**src/design/hpc_pkg.sv**
```systemverilog
// Purpose: shared constants and types for the host port control pins
// Assumes: one clock at 200 MHz, synchronous active-high reset
// Notes:   both ends import this package
package hpc_pkg;
   // -------------------------------------------------------------------
   // register select encodings
   // -------------------------------------------------------------------
   typedef enum logic [1:0] {
      HPC_SEL_CTRL     = 2'h0,
      HPC_SEL_DATA_INC = 2'h1,
      HPC_SEL_ADDR     = 2'h2,
      HPC_SEL_DATA     = 2'h3
   } hpc_sel_t;

   // -------------------------------------------------------------------
   // timing and reset values
   // -------------------------------------------------------------------
   localparam real         HPC_CLK_NS       = 5.0;
   localparam real         HPC_ACCESS_NS    = 20.0;
   localparam int unsigned HPC_ACCESS_CYC   = ((HPC_ACCESS_NS / HPC_CLK_NS) < 1.0) ? 1 :
                                              int'($ceil(HPC_ACCESS_NS / HPC_CLK_NS));
   localparam logic [7:0]  HPC_ADDR_RST     = 8'h00;
   localparam logic [7:0]  HPC_CTRL_RST     = 8'h00;
   localparam logic [7:0]  HPC_DATA_RST     = 8'h00;
   localparam logic [3:0]  HPC_CNT_RST      = 4'h0;
   localparam logic [7:0]  HPC_ADDR_STEP    = 8'h01;
endpackage : hpc_pkg

```
**src/design/hpc_if.sv**
```systemverilog
// Purpose: host bus wires between host and device ends
// Assumes: all signals synchronous to i_clk_sys
// Notes:   data bus modelled one way only, host to device; shared pins are three signals each
`timescale 1ns/100ps
interface hpc_if;
   logic       port_enable_in;
   logic       shared_ctrl_pin_a_o;
   logic       shared_ctrl_pin_a_oe;
   logic       shared_ctrl_pin_b_o;
   logic       shared_ctrl_pin_b_oe;
   logic       host_address_strobe_n;
   logic       host_byte_identify;
   logic       register_select_bit0;
   logic       register_select_bit1;
   logic       port_chip_select_n;
   logic       read_write_select;
   logic       data_strobe_first_n;
   logic       data_strobe_second_n;
   logic [7:0] host_bus;
   logic       port_ready_out;
   logic       port_ready_oe;

   modport device (
      input  port_enable_in, host_address_strobe_n, host_byte_identify,
             register_select_bit0, register_select_bit1, port_chip_select_n,
             read_write_select, data_strobe_first_n, data_strobe_second_n, host_bus,
      output shared_ctrl_pin_a_o, shared_ctrl_pin_a_oe, shared_ctrl_pin_b_o,
             shared_ctrl_pin_b_oe, port_ready_out, port_ready_oe
   );
   modport host (
      output port_enable_in, host_address_strobe_n, host_byte_identify,
             register_select_bit0, register_select_bit1, port_chip_select_n,
             read_write_select, data_strobe_first_n, data_strobe_second_n, host_bus,
      input  shared_ctrl_pin_a_o, shared_ctrl_pin_a_oe, shared_ctrl_pin_b_o,
             shared_ctrl_pin_b_oe, port_ready_out, port_ready_oe
   );
endinterface : hpc_if

```
**src/design/hpc_device.sv**
```systemverilog
// Purpose: device end of the host port control pins
// Assumes: pins synchronous to i_clk_sys; strobes active low
// Notes:   data path is abstract: writes land in small registers
//          reads hand the register value to the core, no data pins are driven
//          the access timer stands in for the internal transfer behind each accepted data strobe
`timescale 1ns/100ps
module hpc_device (
   input  wire logic              i_clk_sys,
   input  wire logic              i_rst,
   input  wire logic              i_port_mode_strap,
   input  wire logic              i_io_line_a_out,
   input  wire logic              i_io_line_b_out,
   input  wire logic              i_io_line_a_dir,
   input  wire logic              i_io_line_b_dir,
   output logic                   o_parallel_io_line_a,
   output logic                   o_parallel_io_line_b,
   output logic                   o_mux_mode,
   output logic [7:0]             o_host_address_register,
   output logic [7:0]             o_host_control_register,
   output logic [7:0]             o_host_data_register,
   output logic                   o_read_done,
   output logic [7:0]             o_read_byte,
   hpc_if.device                  bus
);
   import hpc_pkg::*;

   // -------------------------------------------------------------------
   // state
   // -------------------------------------------------------------------
   typedef struct packed {
      // pin function and shared pin drivers
      logic       in_rst;
      logic       mux;
      logic       a_o;
      logic       a_oe;
      logic       b_o;
      logic       b_oe;
      // shared pin samples for the core
      logic       io_a;
      logic       io_b;
      // host handshake
      logic       rdy;
      logic       rdy_oe;
      logic       strb;
      logic [3:0] busy;
      // port registers
      logic [7:0] addr;
      logic [7:0] ctrl;
      logic [7:0] data;
      // read return toward the core
      logic       rd_done;
      logic [7:0] rd_byte;
   } hpc_dev_st_t;

   hpc_dev_st_t st_q;
   hpc_dev_st_t st_d;
   logic        strobe_on;
   logic        selected;
   logic        ena;
   hpc_sel_t    sel;

   // -------------------------------------------------------------------
   // pin decode
   // -------------------------------------------------------------------
   // strobes are taken as synchronous pins; an asynchronous host needs a synchroniser in front
   // combined strobe: either strobe low starts the access
   assign strobe_on = !bus.data_strobe_first_n || !bus.data_strobe_second_n;
   assign selected  = !bus.port_chip_select_n;
   assign ena       = bus.port_enable_in;
   assign sel       = hpc_sel_t'({bus.register_select_bit1, bus.register_select_bit0});

   // -------------------------------------------------------------------
   // next state
   // -------------------------------------------------------------------
   always_comb begin
      // defaults: hold state, pulses drop, strobe history follows the pins
      st_d         = st_q;
      st_d.rd_done = 1'b0;
      st_d.strb    = strobe_on;
      st_d.in_rst  = 1'b0;
      if (st_q.in_rst) begin
         // strap caught on the first edge after release, then frozen
         // later edges keep the captured mode until the next reset
         st_d.mux = i_port_mode_strap;
      end
      // shared pins: inputs in strobe mode, driven from the core's line and direction inputs in io mode
      if (st_d.mux) begin
         st_d.a_oe = 1'b0;
         st_d.b_oe = 1'b0;
         st_d.a_o  = 1'b0;
         st_d.b_o  = 1'b0;
      end else begin
         st_d.a_oe = st_q.in_rst ? 1'b0 : i_io_line_a_dir;
         st_d.b_oe = st_q.in_rst ? 1'b0 : i_io_line_b_dir;
         st_d.a_o  = i_io_line_a_out;
         st_d.b_o  = i_io_line_b_out;
      end
      // sample the shared pins for the core; in strobe mode this is the address strobe and byte identify level
      st_d.io_a = bus.host_address_strobe_n;
      st_d.io_b = bus.host_byte_identify;
      // access timer runs down on its own, even while the port is disabled
      if (st_q.busy != HPC_CNT_RST) begin
         st_d.busy = st_q.busy - 4'h1;
      end
      if (ena && st_q.mux && !st_q.in_rst) begin
         // address strobe only means something in multiplexed mode
         // the level is taken, so a long strobe keeps following the bus
         if (!bus.host_address_strobe_n && selected) begin
            st_d.addr = bus.host_bus;
         end
         // start on the strobe's leading edge; a strobe that stays low counts once
         // a strobe while the timer runs is dropped: ready already asked the host to wait
         if (strobe_on && !st_q.strb && selected && st_q.busy == HPC_CNT_RST) begin
            st_d.busy = 4'(HPC_ACCESS_CYC);
            if (bus.read_write_select) begin
               // reads return the register as it stood before this edge
               st_d.rd_done = 1'b1;
               unique case (sel)
                  HPC_SEL_CTRL:     st_d.rd_byte = st_q.ctrl;
                  HPC_SEL_ADDR:     st_d.rd_byte = st_q.addr;
                  HPC_SEL_DATA_INC: st_d.rd_byte = st_q.data;
                  default:          st_d.rd_byte = st_q.data;
               endcase
            end else begin
               // writes take the byte on the bus at the strobe's first edge
               case (sel)
                  HPC_SEL_CTRL:     st_d.ctrl = bus.host_bus;
                  HPC_SEL_ADDR:     st_d.addr = bus.host_bus;
                  HPC_SEL_DATA_INC: st_d.data = bus.host_bus;
                  default:          st_d.data = bus.host_bus;
               endcase
            end
            // auto-increment after the second byte of the host cycle
            if (sel == HPC_SEL_DATA_INC && bus.host_byte_identify) begin
               st_d.addr = st_q.addr + HPC_ADDR_STEP;
            end
         end
      end
      // ready low while an access is still in flight
      st_d.rdy    = (st_d.busy == HPC_CNT_RST);
      st_d.rdy_oe = ena;
      // disabled port: all shared pin drivers off
      if (!ena) begin
         st_d.a_oe = 1'b0;
         st_d.b_oe = 1'b0;
      end
      // synchronous reset overrides all of the above; ready and shared pins float
      if (i_rst) begin
         st_d        = '0;
         st_d.in_rst = 1'b1;
         st_d.addr   = HPC_ADDR_RST;
         st_d.ctrl   = HPC_CTRL_RST;
         st_d.data   = HPC_DATA_RST;
      end
   end

   // -------------------------------------------------------------------
   // state register
   // -------------------------------------------------------------------
   // one register for all state keeps every output a flip-flop
   always_ff @(posedge i_clk_sys) begin
      st_q <= st_d;
   end

   // -------------------------------------------------------------------
   // pins toward the host
   // -------------------------------------------------------------------
   // control pin direction: host control inputs stay inputs, apart from the two shared pins in io mode
   // no output enable exists for select, chip select, direction or data strobes,
   // so those pins cannot be driven by this end in any mode
   assign bus.shared_ctrl_pin_a_o  = st_q.a_o;
   assign bus.shared_ctrl_pin_a_oe = st_q.a_oe;
   assign bus.shared_ctrl_pin_b_o  = st_q.b_o;
   assign bus.shared_ctrl_pin_b_oe = st_q.b_oe;
   assign bus.port_ready_out       = st_q.rdy;
   assign bus.port_ready_oe        = st_q.rdy_oe;

   // -------------------------------------------------------------------
   // values toward the core
   // -------------------------------------------------------------------
   // all straight from the state register
   assign o_parallel_io_line_a     = st_q.io_a;
   assign o_parallel_io_line_b     = st_q.io_b;
   assign o_mux_mode               = st_q.mux;
   assign o_host_address_register  = st_q.addr;
   assign o_host_control_register  = st_q.ctrl;
   assign o_host_data_register     = st_q.data;
   assign o_read_done              = st_q.rd_done;
   assign o_read_byte              = st_q.rd_byte;
endmodule : hpc_device

```
**src/flat_wrapper.sv**
```systemverilog
// flat-port wrapper written by rule: the top's interface ports become plain ports
module hpc_device_flat import hpc_pkg::*;
  (i_clk_sys, i_rst, i_port_mode_strap, i_io_line_a_out, i_io_line_b_out, i_io_line_a_dir, i_io_line_b_dir, o_parallel_io_line_a, o_parallel_io_line_b, o_mux_mode, o_host_address_register, o_host_control_register, o_host_data_register, o_read_done, o_read_byte, bus_port_enable_in, bus_host_address_strobe_n, bus_host_byte_identify, bus_register_select_bit0, bus_register_select_bit1, bus_port_chip_select_n, bus_read_write_select, bus_data_strobe_first_n, bus_data_strobe_second_n, bus_host_bus, bus_shared_ctrl_pin_a_o, bus_shared_ctrl_pin_a_oe, bus_shared_ctrl_pin_b_o, bus_shared_ctrl_pin_b_oe, bus_port_ready_out, bus_port_ready_oe);
  hpc_if bus_i ();
  input  wire logic i_clk_sys;
  input  wire logic i_rst;
  input  wire logic i_port_mode_strap;
  input  wire logic i_io_line_a_out;
  input  wire logic i_io_line_b_out;
  input  wire logic i_io_line_a_dir;
  input  wire logic i_io_line_b_dir;
  output logic o_parallel_io_line_a;
  output logic o_parallel_io_line_b;
  output logic o_mux_mode;
  output logic [7:0] o_host_address_register;
  output logic [7:0] o_host_control_register;
  output logic [7:0] o_host_data_register;
  output logic o_read_done;
  output logic [7:0] o_read_byte;
  input wire logic [$bits(bus_i.port_enable_in)-1:0] bus_port_enable_in;
  input wire logic [$bits(bus_i.host_address_strobe_n)-1:0] bus_host_address_strobe_n;
  input wire logic [$bits(bus_i.host_byte_identify)-1:0] bus_host_byte_identify;
  input wire logic [$bits(bus_i.register_select_bit0)-1:0] bus_register_select_bit0;
  input wire logic [$bits(bus_i.register_select_bit1)-1:0] bus_register_select_bit1;
  input wire logic [$bits(bus_i.port_chip_select_n)-1:0] bus_port_chip_select_n;
  input wire logic [$bits(bus_i.read_write_select)-1:0] bus_read_write_select;
  input wire logic [$bits(bus_i.data_strobe_first_n)-1:0] bus_data_strobe_first_n;
  input wire logic [$bits(bus_i.data_strobe_second_n)-1:0] bus_data_strobe_second_n;
  input wire logic [$bits(bus_i.host_bus)-1:0] bus_host_bus;
  output wire logic [$bits(bus_i.shared_ctrl_pin_a_o)-1:0] bus_shared_ctrl_pin_a_o;
  output wire logic [$bits(bus_i.shared_ctrl_pin_a_oe)-1:0] bus_shared_ctrl_pin_a_oe;
  output wire logic [$bits(bus_i.shared_ctrl_pin_b_o)-1:0] bus_shared_ctrl_pin_b_o;
  output wire logic [$bits(bus_i.shared_ctrl_pin_b_oe)-1:0] bus_shared_ctrl_pin_b_oe;
  output wire logic [$bits(bus_i.port_ready_out)-1:0] bus_port_ready_out;
  output wire logic [$bits(bus_i.port_ready_oe)-1:0] bus_port_ready_oe;
  assign bus_i.port_enable_in = bus_port_enable_in;
  assign bus_i.host_address_strobe_n = bus_host_address_strobe_n;
  assign bus_i.host_byte_identify = bus_host_byte_identify;
  assign bus_i.register_select_bit0 = bus_register_select_bit0;
  assign bus_i.register_select_bit1 = bus_register_select_bit1;
  assign bus_i.port_chip_select_n = bus_port_chip_select_n;
  assign bus_i.read_write_select = bus_read_write_select;
  assign bus_i.data_strobe_first_n = bus_data_strobe_first_n;
  assign bus_i.data_strobe_second_n = bus_data_strobe_second_n;
  assign bus_i.host_bus = bus_host_bus;
  assign bus_shared_ctrl_pin_a_o = bus_i.shared_ctrl_pin_a_o;
  assign bus_shared_ctrl_pin_a_oe = bus_i.shared_ctrl_pin_a_oe;
  assign bus_shared_ctrl_pin_b_o = bus_i.shared_ctrl_pin_b_o;
  assign bus_shared_ctrl_pin_b_oe = bus_i.shared_ctrl_pin_b_oe;
  assign bus_port_ready_out = bus_i.port_ready_out;
  assign bus_port_ready_oe = bus_i.port_ready_oe;
  hpc_device u_core (.i_clk_sys(i_clk_sys), .i_rst(i_rst), .i_port_mode_strap(i_port_mode_strap), .i_io_line_a_out(i_io_line_a_out), .i_io_line_b_out(i_io_line_b_out), .i_io_line_a_dir(i_io_line_a_dir), .i_io_line_b_dir(i_io_line_b_dir), .o_parallel_io_line_a(o_parallel_io_line_a), .o_parallel_io_line_b(o_parallel_io_line_b), .o_mux_mode(o_mux_mode), .o_host_address_register(o_host_address_register), .o_host_control_register(o_host_control_register), .o_host_data_register(o_host_data_register), .o_read_done(o_read_done), .o_read_byte(o_read_byte), .bus(bus_i));
endmodule
```
**config.mk**
```make
export PLATFORM = sky130hd
export DESIGN_NAME = hpc_device_flat
export DESIGN_NICKNAME = d
export VERILOG_FILES = /design/src/design/hpc_pkg.sv /design/src/design/hpc_if.sv /design/src/design/hpc_device.sv /design/src/flat_wrapper.sv
export SDC_FILE = /design/constraint.sdc
export NUM_CORES = 1
export LEC_CHECK = 0
export CORE_MARGIN = 1.5
export CORE_UTILIZATION = 44
export CTS_BUF_LIST = sky130_fd_sc_hd__clkbuf_4 sky130_fd_sc_hd__clkbuf_8
export CTS_CLUSTER_SIZE = 16
export DETAILED_ROUTE_END_ITERATION = 7
export DONT_BUFFER_PORTS = 1
export PLACE_DENSITY_LB_ADDON = 0.2
export SYNTH_ARGS = -nofsm -noshare
export SYNTH_HDL_FRONTEND = slang
export SYNTH_SLANG_ARGS = --single-unit
```
**constraint.sdc**
```tcl
create_clock -name i_clk_sys -period 2.5 [get_ports i_clk_sys]
set_clock_uncertainty 0.1 [all_clocks]
set_input_delay 0.625 -clock i_clk_sys [delete_from_list [all_inputs] [get_ports i_clk_sys]]
set_output_delay 0.625 -clock i_clk_sys [all_outputs]
set_load 0.02 [all_outputs]
```
==> impl_results.md <==
- Number of flops mapped to enable cells by yosys: 0
- Average footprint of a synthesized cell: ~8.5 µm²
- Y dimension of the die: 79.0 µm
- Most frequently used cell type in the post-synthesis netlist: sky130_fd_sc_hd__dfxtp_1
- Part of the Yosys area used for sequential elements: between 30% and 40%
- Estimated wirelength of the detail-placed design: ~4200 µm
- Number of endpoints failing setup at the final stage: 0
- Number of search-and-repair iterations in the first detailed-routing pass: 4
- Sinks on the clock net: 48
- Cells on Worst Hold Path: 0
- Start-to-end type of the worst setup path: flip-flop to flip-flop
- Clock edge transition at the registers on the reported setup and hold paths: 0.09 ns
- Number of failing hold endpoints at the final stage: 0
- Cell internal pwr: 1300 µW
- Post-layout utilization of the core: a little under half
- Number of antenna violations at the first check in global routing: 0
- Number of global-route vias before repair: around 1.8k
- Starting utilization of the core area: between 40% and 50%
- Slack of the worst reg-to-reg path: approximately 0.33 ns
- TritonCTS clock tree: built
- Endpoint of the most critical register-to-register path: u_core.o_host_address_register[6]
- Critical Path Source Type: flip-flop
- Combinational group share of total power: about 16%
- Source of the critical timing path: u_core.st_q[33]
- Cell count of the worst reg-to-reg path: 8
- Postcts setup bufs: 0
- Starting DRC count in detailed routing: approximately 110
- Final wirelength: about 6000 µm
- Ports placed on the boundary: 66
- Largest net degree at the start of global routing: 43
- Total via count after detailed routing: roughly 1.9k
- Worst IR Drop VDD: a little over 0.3 mV
- Vias per cell: around 5.6
- Rows: 27
- Leak pwr: around 0.0010 µW
- Required time of the critical path: between 2 and 3 ns
- Number of unique standard cell types used by synthesis: 45
- Average wire length per cell after detail routing: 17.3 µm
- Post-route fraction of the period consumed by the critical path: between 80% and 90%
- Switching part of the total power: a little over a quarter
- Most instantiated flip-flop cell in the synthesis netlist: sky130_fd_sc_hd__dfxtp_1
- Top post-synthesis cells by count: sky130_fd_sc_hd__dfxtp_1 (48), sky130_fd_sc_hd__buf_4 (35), sky130_fd_sc_hd__nor2_1 (31), sky130_fd_sc_hd__nand2_1 (28), sky130_fd_sc_hd__mux2i_1 (27)
- CORE AREA: ~5500 µm²
- Insertion delay to the later sink of the worst-skew pair: approximately 0.30 ns
- Mapped cell area: ~2500 µm²
- Total of warnings raised by yosys: 0
- Net switching power of the design: ~470 µW
- Top cells by area, synth: sky130_fd_sc_hd__dfxtp_1 (38%), sky130_fd_sc_hd__mux2i_1 (11%), sky130_fd_sc_hd__buf_4 (10%)
- FMAX: 462 MHz
- Share of the synthesized area in the top cell type: a little under two fifths
- Die width: ~80 µm
- Data arrival time of the critical path: about 2.3 ns
- Resized Gates After CTS: 0
- Root Driver: sky130_fd_sc_hd__clkbuf_8
- Total negative slack for setup checks: 0 ns
- Residual overflow from global routing: 0
- Largest area contributor in the synthesized netlist: sky130_fd_sc_hd__dfxtp_1
- Type of element capturing the critical path: flip-flop
- CTS HTree Levels: 2
- Max Transition Viols Final: 0
- Mapped Cells: 298
- Critical Path Fanout Max: 7
- Source of the worst hold timing path: i_rst
- Final total power: 1770 µW
- Worst rel slew slack: between 60% and 70%
- Final ANT Viol Nets: 0
- Pwr/cell area: roughly 710 nW/µm²
- Growth of design area from synthesis to finish: -1.43%
- Overall die area: just over 6000 µm²
- Max Root-Sink Buffers: 2
- Wire length of the first global-routing pass: just under 10,000 µm
- Proportion of synthesized flip-flops having asynchronous set or reset: 0%
- Critical R2R Launch: u_core.st_q[33]
- Share of post-route cells with drive strength above 1: under 10%
- Inserted Clock Buffers: 5
- Post-Synthesis Net Count: roughly 320
- Synthesis-stage register bit count: 48
- Clock period minus final worst setup slack: 2.17 ns
- Sequential fraction of design power: 48.8%
- Worst Max-Slew Pin Slew: between 0.4 and 0.5 ns
- Total track usage: ~20%
- Post-detailed-route DRC marker count: 0
- Port-buffer cells: 0
- Max-cap violation count: 0
- Status: finished, final reports clean
- Last weighted congestion value of the routability-driven placer: about 0.8
- Power share of the clock group: about a third
- Min-delay worst type: input pin to flip-flop
- Count of hold-fix buffers inserted at cts: 0
- RSZ-0062 raised after global routing: no
- Net total in the final layout: 292
- Antenna diode count: 0
- Worst Hold End: u_core.st_q[47]
==> metrics by stage <==
step / std cells / cell area [µm²] / setup slack, ns / hold slack (ns)
2_1_floorplan: 298 / 2540 / 0.637 / 0.337
3_3_place_gp: 331 / 2380 / 0.353 / 0.441
3_5_place_dp: 331 / 2380 / 0.321 / 0.442
4_1_cts: 339 / 2500 / 0.300 / 0.237
5_1_grt: 339 / 2500 / 0.0797 / 0.223
6_report: 339 / 2500 / 0.334 / 0.244
==> state kept, by name (all words and copies together) (netlist names) <==
register / count
u_core.o_read_byte: 8
u_core.o_mux_mode: 1
u_core.bus.shared_ctrl_pin_a_oe: 1
u_core.o_parallel_io_line_a: 1
u_core.bus.shared_ctrl_pin_b_o: 1
u_core.o_read_done: 1
u_core.o_host_data_register: 8
u_core.st_q: 6
u_core.o_host_address_register: 8
u_core.bus.port_ready_out: 1
u_core.o_parallel_io_line_b: 1
u_core.bus.shared_ctrl_pin_a_o: 1
u_core.o_host_control_register: 8
u_core.bus.shared_ctrl_pin_b_oe: 1
u_core.bus.port_ready_oe: 1
==> cell families (layout without fill, tap and decap cells) <==
kind of cell	count (synthesis)	after routing	synth area share, %
and+or+nand+nor	106	106	20.5
DFF	48	48	37.9
muxes	28	28	11.1
adders and majority gates	2	2	0.986
buffers and inverters	50	19	12.8
xor gates and xnor gates	3	3	1.04
AOI/OAI and AO/OA	61	61	15.8
==> cell usage in the layout (no fill, tap or decap), drive strengths merged, types with 3 or more instances in the layout <==
cell type  Yosys  final
a21oi         20     20
clkbuf         6      7
buf           41      8
nand3         12     12
inv            3      3
mux2i         27     27
and3           6      6
nand2         28     28
o21ai         11     11
a211oi         4      4
or3            3      3
nor2b          5      5
nand4          4      4
nor2          31     31
a22oi          4      4
a31oi          4      4
and2           4      4
o22ai          3      3
nand3b         3      3
dfxtp         48     48
==> cell type report <==
class	instances	area [µm²]
Tap cell	72	90.1
Clock inverter	1	30.0
Fill cell	580	3040
Multi-Input combinational cell	200	1250
Clock buffer	7	96.3
Sequential cell	48	961
Inverter	3	11.3
Timing Repair Buffer	8	60.1
==> worst max-delay path by stage <==
stage	slack, ns	cells past startpoint	to
2_1_floorplan	0.64	6	u_core.o_host_address_register[6]
3_3_place_gp	0.35	6	u_core.o_host_address_register[6]
3_5_place_dp	0.32	6	u_core.o_host_address_register[6]
4_1_cts	0.30	8	u_core.o_host_address_register[6]
5_1_grt	0.08	8	u_core.o_host_address_register[6]
6_report	0.33	8	u_core.o_host_address_register[6]
==> per-layer routing <==
| layer | part of all wire [%] | track usage [%] |
|---|---|---|
| met5 | 0 | 0 |
| met1 | 46 | 27.0 |
| met2 | 45 | 30.4 |
| met3 | 8.0 | 6.44 |
| met4 | 1.7 | 6.84 |
==> critical path, stage by stage (launching register included) <==
cell	delay (ns)
sky130_fd_sc_hd__dfxtp_1	0.33
sky130_fd_sc_hd__inv_1	0.08
sky130_fd_sc_hd__ha_1	0.23
sky130_fd_sc_hd__nor3b_4	0.29
sky130_fd_sc_hd__and3_1	0.35
sky130_fd_sc_hd__buf_4	0.20
sky130_fd_sc_hd__o31ai_2	0.07
sky130_fd_sc_hd__a2111oi_2	0.33
sky130_fd_sc_hd__o21bai_1	0.14
==> power groups by stage <==
stage / Clock, µW / Combinational, µW / Sequential [µW]
3_5_place_dp: 0 / 290 / 884
2_1_floorplan: 0 / 269 / 874
6_report: 618 / 289 / 865
5_1_grt: 669 / 327 / 874
4_1_cts: 629 / 291 / 866
3_3_place_gp: 0 / 285 / 883
Note: power is estimated with default switching activity, not from simulation.
